### src/adc_seq_map.svh
// Purpose: Offsets, field positions and timing counts for the converter sequencer
// Assumes: APB word-aligned registers, 20 MHz clock
// Notes: Widths are fixed; times are given in ns and turned into cycles here
// Operation
// - Each conversion is a 12-bit successive approximation of the input to supply ratio.
// - Measure channels 0..3 drive the select latches to 010, 000, 011 and 001.
// - Supply calibrate and check set the first select latch to route the reference.
// - The sensor supply goes on just before a sequence and off right after it.
// - Plain mode does one conversion per measurement with normal comparator wiring.
// - Compensated mode does a normal and a swapped conversion and adds the two.
// - An input below range returns the all-zeros code.
// - An input above range returns the all-ones twelve-bit code.
// - Either range fault sets the negative flag, and underrange also sets zero.
// - Valid single results lie from 1 to 4094; 0 and 4095 mark range faults.
// - Several measurements return the sum of all their conversion results.
// - Supply calibrate converts the reference into the main working register.
// - Supply check converts the reference and sets flags against that register.
// - The current source runs only while its latch is 1 and the supply is on.
// - The current source drives the selected input, which is also the one converted.
`ifndef ADC_SEQ_MAP_SVH
`define ADC_SEQ_MAP_SVH

`define CODE_W       12
`define ACC_W        20
`define CNT_W        7
`define CODE_MIN     12'h000
`define CODE_MAX     12'hFFF
`define CODE_MSB     12'h800
`define BIT_TOP      4'hB

`define CLK_PERIOD_NS 50
`define SETTLE_NS     200
`define WARM_NS       1000
`define SETTLE_CYC ((`SETTLE_NS + `CLK_PERIOD_NS - 1) / `CLK_PERIOD_NS)
`define WARM_CYC   ((`WARM_NS + `CLK_PERIOD_NS - 1) / `CLK_PERIOD_NS)

`define OFF_CTRL     8'h00
`define OFF_STATUS   8'h04
`define OFF_RESULT   8'h08
`define OFF_INT_STAT 8'h0C
`define OFF_INT_MASK 8'h10

`define EVT_DONE   0
`define EVT_RANGE  1
`define EVT_LOW    2
`define EVT_W      3
`define CTRL_ISRC  0
`define MODE_COMP  7

`endif

### src/adc_seq_pkg.sv
// Purpose: Types shared by the converter sequencer
// Assumes: Nothing beyond the map header
// Notes: Command codes are left to the tool
package adc_seq_pkg;
  typedef enum logic [1:0] {CMD_MEASURE, CMD_CALIBRATE, CMD_CHECK} cmd_t;
  typedef enum logic [2:0] {S_IDLE, S_WARM, S_CONV, S_SETTLE, S_DECIDE, S_ACCUM,
                            S_FINISH} seq_state_t;
endpackage

### src/ratiometric_adc_sequencer.sv
// Purpose: Sequencer for a ratiometric SAR converter with supply switching
// Assumes: Comparator output is asynchronous; interpreter logic shares clk
// Notes: Trial code drives an external DAC; comparator high means input above
`timescale 1ns/1ps
`include "adc_seq_map.svh"

module ratiometric_adc_sequencer
  import adc_seq_pkg::*;
(
  input  wire logic        clk,
  input  wire logic        sys_rst,
  // Interpreter request side
  input  wire logic        startReq,
  input  cmd_t             startCmd,
  input  wire logic [1:0]  startChan,
  input  wire logic [7:0]  startMode,
  output logic             busy,
  output logic             donePulse,
  output logic [19:0]      mainWorkReg,
  output logic             posFlag,
  output logic             negFlag,
  output logic             zeroFlag,
  // Analog front end
  input  wire logic        compOut,
  output logic [11:0]      trialCode,
  output logic             compSwap,
  output logic             switchedSupply,
  output logic             inputSelectA,
  output logic             inputSelectB,
  output logic             inputSelectC,
  output logic             currentSourceOn,
  // APB slave
  input  wire logic [7:0]  paddr,
  input  wire logic        psel,
  input  wire logic        penable,
  input  wire logic        pwrite,
  input  wire logic [31:0] pwdata,
  output logic [31:0]      prdata,
  output logic             pready,
  output logic             pslverr,
  output logic             irq
);

  seq_state_t          state_r;
  cmd_t                cmd_r;
  logic [`CNT_W-1:0]   remain_r;
  logic                compMode_r;
  logic                swap_r;
  logic [7:0]          timer_r;
  logic [3:0]          bitIdx_r;
  logic [11:0]         code_r;
  logic [11:0]         convCode_r;
  logic [`ACC_W-1:0]   acc_r;
  logic                under_r;
  logic                over_r;
  logic                supply_r;
  logic                selA_r;
  logic                selB_r;
  logic                selC_r;
  logic                isrcLatch_r;
  logic [`ACC_W-1:0]   work_r;
  logic                pos_r;
  logic                neg_r;
  logic                zero_r;
  logic                done_r;
  logic [`EVT_W-1:0]   intStat_r;
  logic [`EVT_W-1:0]   intMask_r;
  logic                compMeta_r;
  logic                compSync_r;
  logic [31:0]         prdata_r;
  logic                pslverr_r;

  // Comparator is asynchronous to clk; first stage feeds only the second
  always_ff @(posedge clk)
  begin
    compMeta_r  <= compOut;
    compSync_r  <= compMeta_r;
  end

  // Request decode
  wire        startTaken = startReq && (state_r == S_IDLE);
  wire        isMeasure  = (startCmd == CMD_MEASURE);
  wire [6:0]  reqCount   = startMode[`CNT_W-1:0];
  wire [6:0]  countNorm  = (reqCount == 7'h00) ? 7'h01 : reqCount;
  wire        reqComp    = isMeasure && startMode[`MODE_COMP];
  wire        timerZero  = (timer_r == 8'h00);

  // Swapped wiring inverts the comparator sense, so undo it here
  wire        keepBit    = compSync_r ^ swap_r;
  wire [11:0] bitMask    = 12'h001 << bitIdx_r;
  wire [11:0] codeKept   = keepBit ? code_r : (code_r & ~bitMask);
  wire        lastBit    = (bitIdx_r == 4'h0);
  wire        lastConv   = (remain_r == 7'h01);
  wire        needSwap   = compMode_r && !swap_r;
  wire [19:0] convWide   = {8'h00, convCode_r};

  // Range detection on each raw conversion
  wire        convUnder  = (convCode_r == `CODE_MIN);
  wire        convOver   = (convCode_r == `CODE_MAX);

  // Sequencer state machine
  always_ff @(posedge clk)
  begin
    if (sys_rst)
    begin
      state_r    <= S_IDLE;
      cmd_r      <= CMD_MEASURE;
      remain_r   <= 7'h00;
      compMode_r <= 1'b0;
      swap_r     <= 1'b0;
      timer_r    <= 8'h00;
      bitIdx_r   <= 4'h0;
      code_r     <= 12'h000;
      convCode_r <= 12'h000;
      acc_r      <= 20'h00000;
      under_r    <= 1'b0;
      over_r     <= 1'b0;
      supply_r   <= 1'b0;
      selA_r     <= 1'b0;
      selB_r     <= 1'b0;
      selC_r     <= 1'b0;
    end
    else
    begin
      case (state_r)
        S_IDLE:
        begin
          if (startTaken)
          begin
            cmd_r      <= startCmd;
            remain_r   <= isMeasure ? countNorm : 7'h01;
            compMode_r <= reqComp;
            swap_r     <= 1'b0;
            acc_r      <= 20'h00000;
            under_r    <= 1'b0;
            over_r     <= 1'b0;
            supply_r   <= 1'b1;
            timer_r    <= 8'(`WARM_CYC - 1);
            state_r    <= S_WARM;
            if (isMeasure)
            begin
              // Latch pattern per channel; this input also carries the current
              selA_r <= 1'b0;
              selB_r <= !startChan[0];
              selC_r <= startChan[1];
            end
            else
              selA_r <= 1'b1;
          end
        end
        S_WARM:
        begin
          timer_r <= timer_r - 8'h01;
          if (timerZero)
            state_r <= S_CONV;
        end
        S_CONV:
        begin
          code_r   <= `CODE_MSB;
          bitIdx_r <= `BIT_TOP;
          timer_r  <= 8'(`SETTLE_CYC - 1);
          state_r  <= S_SETTLE;
        end
        S_SETTLE:
        begin
          // Settle covers DAC step plus the two synchroniser stages
          timer_r <= timer_r - 8'h01;
          if (timerZero)
            state_r <= S_DECIDE;
        end
        S_DECIDE:
        begin
          if (lastBit)
          begin
            convCode_r <= codeKept;
            state_r    <= S_ACCUM;
          end
          else
          begin
            code_r   <= codeKept | (bitMask >> 1);
            bitIdx_r <= bitIdx_r - 4'h1;
            timer_r  <= 8'(`SETTLE_CYC - 1);
            state_r  <= S_SETTLE;
          end
        end
        S_ACCUM:
        begin
          acc_r <= acc_r + convWide;
          if (convUnder)
            under_r <= 1'b1;
          if (convOver)
            over_r <= 1'b1;
          if (needSwap)
          begin
            swap_r  <= 1'b1;
            state_r <= S_CONV;
          end
          else
          begin
            swap_r <= 1'b0;
            if (lastConv)
            begin
              supply_r <= 1'b0;
              state_r  <= S_FINISH;
            end
            else
            begin
              remain_r <= remain_r - 7'h01;
              state_r  <= S_CONV;
            end
          end
        end
        S_FINISH:
          state_r <= S_IDLE;
        default:
        begin
          supply_r <= 1'b0;
          state_r  <= S_IDLE;
        end
      endcase
    end
  end

  // Result shaping; underrange wins if both faults were seen
  wire        isFinish   = (state_r == S_FINISH);
  wire        rangeFault = under_r || over_r;
  wire [19:0] satCode    = under_r ? 20'h00000 : {8'h00, `CODE_MAX};
  wire        checkGt    = (acc_r > work_r);
  wire        checkLt    = (acc_r < work_r);

  // Status flags written once per finished sequence; working register only by measure and calibrate
  always_ff @(posedge clk)
  begin
    if (sys_rst)
    begin
      work_r <= 20'h00000;
      pos_r  <= 1'b0;
      neg_r  <= 1'b0;
      zero_r <= 1'b0;
      done_r <= 1'b0;
    end
    else
    begin
      done_r <= isFinish;
      if (isFinish)
      begin
        case (cmd_r)
          CMD_MEASURE:
          begin
            work_r <= rangeFault ? satCode : acc_r;
            pos_r  <= !rangeFault;
            neg_r  <= rangeFault;
            zero_r <= under_r;
          end
          CMD_CALIBRATE:
          begin
            work_r <= acc_r;
            pos_r  <= 1'b0;
            neg_r  <= 1'b0;
            zero_r <= 1'b0;
          end
          CMD_CHECK:
          begin
            pos_r  <= checkGt;
            neg_r  <= checkLt;
            zero_r <= !checkGt && !checkLt;
          end
          default:
          begin
            pos_r  <= 1'b0;
            neg_r  <= 1'b0;
            zero_r <= 1'b0;
          end
        endcase
      end
    end
  end

  // APB decode; zero wait states, unmapped offsets answer with pslverr
  wire apbAccess = psel && penable;
  wire apbWrite  = apbAccess && pwrite;
  wire hitCtrl   = (paddr == `OFF_CTRL);
  wire hitStatus = (paddr == `OFF_STATUS);
  wire hitResult = (paddr == `OFF_RESULT);
  wire hitStat   = (paddr == `OFF_INT_STAT);
  wire hitMask   = (paddr == `OFF_INT_MASK);
  wire hitAny    = hitCtrl || hitStatus || hitResult || hitStat || hitMask;
  wire [`EVT_W-1:0] evtSet;
  wire [`EVT_W-1:0] evtClr;

  assign evtSet[`EVT_DONE]  = isFinish;
  assign evtSet[`EVT_RANGE] = isFinish && (cmd_r == CMD_MEASURE) && rangeFault;
  assign evtSet[`EVT_LOW]   = isFinish && (cmd_r == CMD_CHECK) && checkLt;
  assign evtClr = (apbWrite && hitStat) ? pwdata[`EVT_W-1:0] : 3'b000;

  wire [31:0] rdMux =
    hitCtrl   ? {31'h0, isrcLatch_r} :
    hitStatus ? {28'h0, busy, zero_r, neg_r, pos_r} :
    hitResult ? {12'h000, work_r} :
    hitStat   ? {29'h0, intStat_r} :
    hitMask   ? {29'h0, intMask_r} : 32'h0000_0000;

  // Register file; a new event wins over a same-cycle clear
  always_ff @(posedge clk)
  begin
    if (sys_rst)
    begin
      isrcLatch_r <= 1'b0;
      intStat_r   <= 3'b000;
      intMask_r   <= 3'b000;
      prdata_r    <= 32'h0000_0000;
      pslverr_r   <= 1'b0;
    end
    else
    begin
      intStat_r <= (intStat_r & ~evtClr) | evtSet;
      if (apbWrite && hitCtrl)
        isrcLatch_r <= pwdata[`CTRL_ISRC];
      if (apbWrite && hitMask)
        intMask_r <= pwdata[`EVT_W-1:0];
      if (psel && !penable)
      begin
        prdata_r  <= rdMux;
        pslverr_r <= !hitAny;
      end
    end
  end

  // Outputs
  assign busy            = (state_r != S_IDLE);
  assign donePulse       = done_r;
  assign mainWorkReg     = work_r;
  assign posFlag         = pos_r;
  assign negFlag         = neg_r;
  assign zeroFlag        = zero_r;
  assign trialCode       = code_r;
  assign compSwap        = swap_r;
  assign switchedSupply  = supply_r;
  assign inputSelectA    = selA_r;
  assign inputSelectB    = selB_r;
  assign inputSelectC    = selC_r;
  assign currentSourceOn = isrcLatch_r && supply_r;
  assign prdata          = prdata_r;
  assign pready          = 1'b1;
  assign pslverr         = pslverr_r && apbAccess;
  assign irq             = |(intStat_r & intMask_r);
endmodule

### config.mk
export PLATFORM = sky130hd
export DESIGN_NAME = ratiometric_adc_sequencer
export DESIGN_NICKNAME = d
export VERILOG_FILES = /design/src/adc_seq_pkg.sv /design/src/ratiometric_adc_sequencer.sv
export VERILOG_INCLUDE_DIRS = /design/src
export SDC_FILE = /design/constraint.sdc
export NUM_CORES = 1
export LEC_CHECK = 0
export ABC_CLOCK_PERIOD_IN_PS = 3900
export BUFFER_PORTS_ARGS = -buffer_cell sky130_fd_sc_hd__buf_2
export CAP_MARGIN = 25
export CELL_PAD_IN_SITES_DETAIL_PLACEMENT = 1
export CELL_PAD_IN_SITES_GLOBAL_PLACEMENT = 1
export CORE_MARGIN = 2
export CORE_UTILIZATION = 44
export DETAILED_ROUTE_END_ITERATION = 10
export PLACE_DENSITY_LB_ADDON = 0.08
export SYNTH_ARGS = -nofsm -noshare
export SYNTH_HDL_FRONTEND = slang
export SYNTH_SLANG_ARGS = --single-unit
### constraint.sdc
create_clock -name clk -period 3.9 [get_ports clk]
set_input_delay 0.585 -clock clk [delete_from_list [all_inputs] [get_ports clk]]
set_output_delay 0.585 -clock clk [all_outputs]
set_load 0.05 [all_outputs]
==> metrics.yaml <==
critPathTopFamily: "compound AO/OA/AOI/OAI gates"
syn2layout_area_growth_pct: 16.4
netlist_instances: 858
antenna_found_initial: 0
synth_area_um2: 6910
drtPass1Iterations: 4
h-tree-depth: 4
worstPathArrival_ns: 3.18
core_um2: 15300
io_buffer_count: 94
diodes: 0
grt_pass1_vias: 6619
slew_violations: 0
fin_skew_ns: 0.00634
critical_path_class: "flop to flop"
finalCriticalPeriod_ns: 2.85
critPathLaunch: "state_r[0]"
cts_buffer_depth: 2
io_pins: 137
clkLatencyLatePin_ns: 0.43
grt_max_degree: 80
power_mw: 3.38
reg2regPathDepth: 5
drc: 0
dp_hpwl_mm: 14.5
tritoncts: "yes"
cts_sinks: 130
fillers: 1865
grt_overflow_total: 0
path_cells: "nor3_1, a2bb2oi_1, a21oi_1, o21ai_1, a221oi_1"
vias: 6534
grt_pass1_wl_mm: 32.9
postCtsHoldBufs: 0
leakage_nw: 3.24
r2r_start: "state_r[0]"
crit_slowest_cell: "a21oi_1"
synth_seq_area_share_pct: 37.6
drive_above_1_share_pct: 15.0
min_period_over_period_pct: 73.1
worst-path-buf-inv: 0
fp.dieW_um: 129
die_area_um2: 16700
tightest_slew_ns: 0.970
layout.nets: 1028
crit_path_end_kind: "flop"
synth.distinct_cells: 67
required_ns: 4.23
yosys_warnings: 0
synthFlopType: "dfxtp_1"
seq_area_um2: 2600
rows: 45
wl_per_cell_um: 17.3
power_density_nw_per_um2: 420
fmax_mhz: 351
reg2reg_to: "remain_r[3]"
ant_nets: 0
hold_viol_final: 0
clockRootBuffer: "clkbuf_16"
initial_core_util_pct: 45.3
relSlewSlack_pct: 35.3
drt_iter0_drc: 295
cts_setup_buffers: 0
place.gp.congestion: 0.875
synthArstFlopShare_pct: 0
multi_input_area_um2: 3920
via_per_inst: 5.68
worst-path-stages: 5
die_h_um: 129
holdCritPathClass: "primary input to flop"
crit_path_end: "remain_r[3]"
crit_path_start_kind: "flop"
post_cts_resized: 0
setup_viol: 0
drt-total-wl_mm: 19.9
max-cap-violations: 0
ys_ff_latch: 130
ff2ff_setup_slack_ns: 1.05
path_max_fanout: 18
rsz0062_at_grt: "false"
path_clk_slew_ns: 0.06
outcome: "completed"
synth_edf_count: 0
grt_use_total_pct: 24.7
avgSynthCellArea_um2: 8.06
ir_drop_mv: 0.322
final.setup.tns_ns: 0
slowest_delay_ns: 0.79
cts-buffers-inserted: 17
-- state kept, by name, indices dropped and copies added, names as in the netlist, 2 cells and up --
| register | flops |
|---|---|
| intStat_r | 3 |
| trialCode | 12 |
| bitIdx_r | 4 |
| acc_r | 20 |
| prdata | 20 |
| state_r | 3 |
| remain_r | 7 |
| mainWorkReg | 20 |
| intMask_r | 3 |
| convCode_r | 12 |
| cmd_r | 2 |
| timer_r | 8 |
-- worst register-to-register path: stages (launching register included) --
cell,delay (ns)
dfxtp_1,0.50
nor3_1,0.76
a2bb2oi_1,0.18
a21oi_1,0.79
o21ai_1,0.16
a221oi_1,0.35
-- layer usage --
| metal | GRT usage [%] | part of all wire, % | vias up |
|---|---|---|---|
| met2 | 43.6 | 50 | 113 |
| met4 | 8.38 | 1.5 | 0 |
| met1 | 30.3 | 45 | 3186 |
| met5 | 0 | 0 | - |
| li1 | - | - | 3209 |
| met3 | 4.29 | 3.0 | 26 |
-- logic make-up after synthesis --
family	count (synthesis)	share of synthesized area [%]
DFF	130	37.6
buffers and inverters	98	6.24
xor gates and xnor gates	16	2.03
other	2	0.109
muxes	9	1.39
AOI/OAI and AO/OA	253	23.7
and+or+nand+nor	308	21.2
adders and majority gates	42	7.71
-- Yosys cell counts, types with 3 or more instances --
cell	number	area share [%]
a22oi_1	22	2.4
o41ai_1	4	0.51
a211oi_1	13	1.4
o31ai_1	5	0.54
clkbuf_1	34	1.8
nand3_1	36	2.6
o31a_1	3	0.38
a2111oi_0	3	0.38
a31oi_1	11	1.0
buf_2	12	0.87
o21a_1	6	0.65
nor2b_1	11	1.0
a221oi_1	4	0.51
o22ai_1	3	0.27
a32o_1	4	0.58
dfxtp_1	130	38
a32oi_1	3	0.38
nand2b_1	6	0.54
nor4_1	9	0.81
xor2_1	9	1.1
and3_1	9	0.81
buf_4	13	1.4
inv_1	37	2.0
o21ai_0	20	1.4
xnor2_1	7	0.89
nor3b_1	3	0.33
o21ai_1	17	1.2
nor2_1	98	5.3
a21o_1	6	0.65
a21oi_1	95	6.9
nor3_1	19	1.4
nand4_1	8	0.72
o211ai_1	16	1.7
ha_1	41	7.4
nand2_1	85	4.6
mux2i_1	7	1.0
o2111ai_1	4	0.51
and2_1	6	0.54
-- stage by stage --
step	worst slack (ns)	area, µm²	util, %	hold WS [ns]	std cells
2_1_floorplan	1.59	6960	-	0.310	869
5_1_grt	0.766	8050	52.7	0.238	1151
4_1_cts	1.14	8050	52.7	0.240	1151
3_5_place_dp	1.16	7440	48.8	0.322	1119
3_3_place_gp	1.33	7440	48.8	0.317	1119
6_report	1.05	8050	52.7	0.250	1151
-- cells in the final DEF (no fill, tap or decap), drive strengths merged, types with 5 or more instances in the layout --
master and count:
a211oi 14, a21o 6, a21oi 95, a22oi 22, a31oi 11, and2 6, and3 9, buf 100
clkbuf 23, conb 13, dfxtp 130, ha 41, inv 37, mux2i 7, nand2 85, nand2b 6
nand3 36, nand4 8, nor2 98, nor2b 13, nor3 21, nor4 9, o211ai 16, o21a 6
o21ai 37, o31ai 5, o41ai 5, xnor2 7, xor2 9
-- cell type report --
cell class / count / share of cell area, %
repair buffers: 100 / 6.44
multi-input cells: 641 / 48.7
clock buffers: 23 / 6.19
clock inverters: 9 / 1.28
well taps: 211 / 3.28
inverters: 37 / 1.73
flip-flops and latches: 130 / 32.3
-- power by group --
group          switching [mW]  total, mW  internal (mW)
combinational           0.249      0.359          0.110
sequential             0.0489       1.41           1.36
clock                   0.593       1.61           1.02
total                   0.891       3.38           2.49
-- worst min-delay path by stage --
stage	startpoint	to	slack (ns)	cells past startpoint
after floorplan	compMeta_r	compSync_r	0.31	0
after global placement	compMeta_r	compSync_r	0.32	0
after detailed placement	compMeta_r	compSync_r	0.32	0
after CTS	compOut	compMeta_r	0.24	1
after global routing	compOut	compMeta_r	0.24	1
final	compOut	compMeta_r	0.25	1
(Power assumes the default switching activity.)
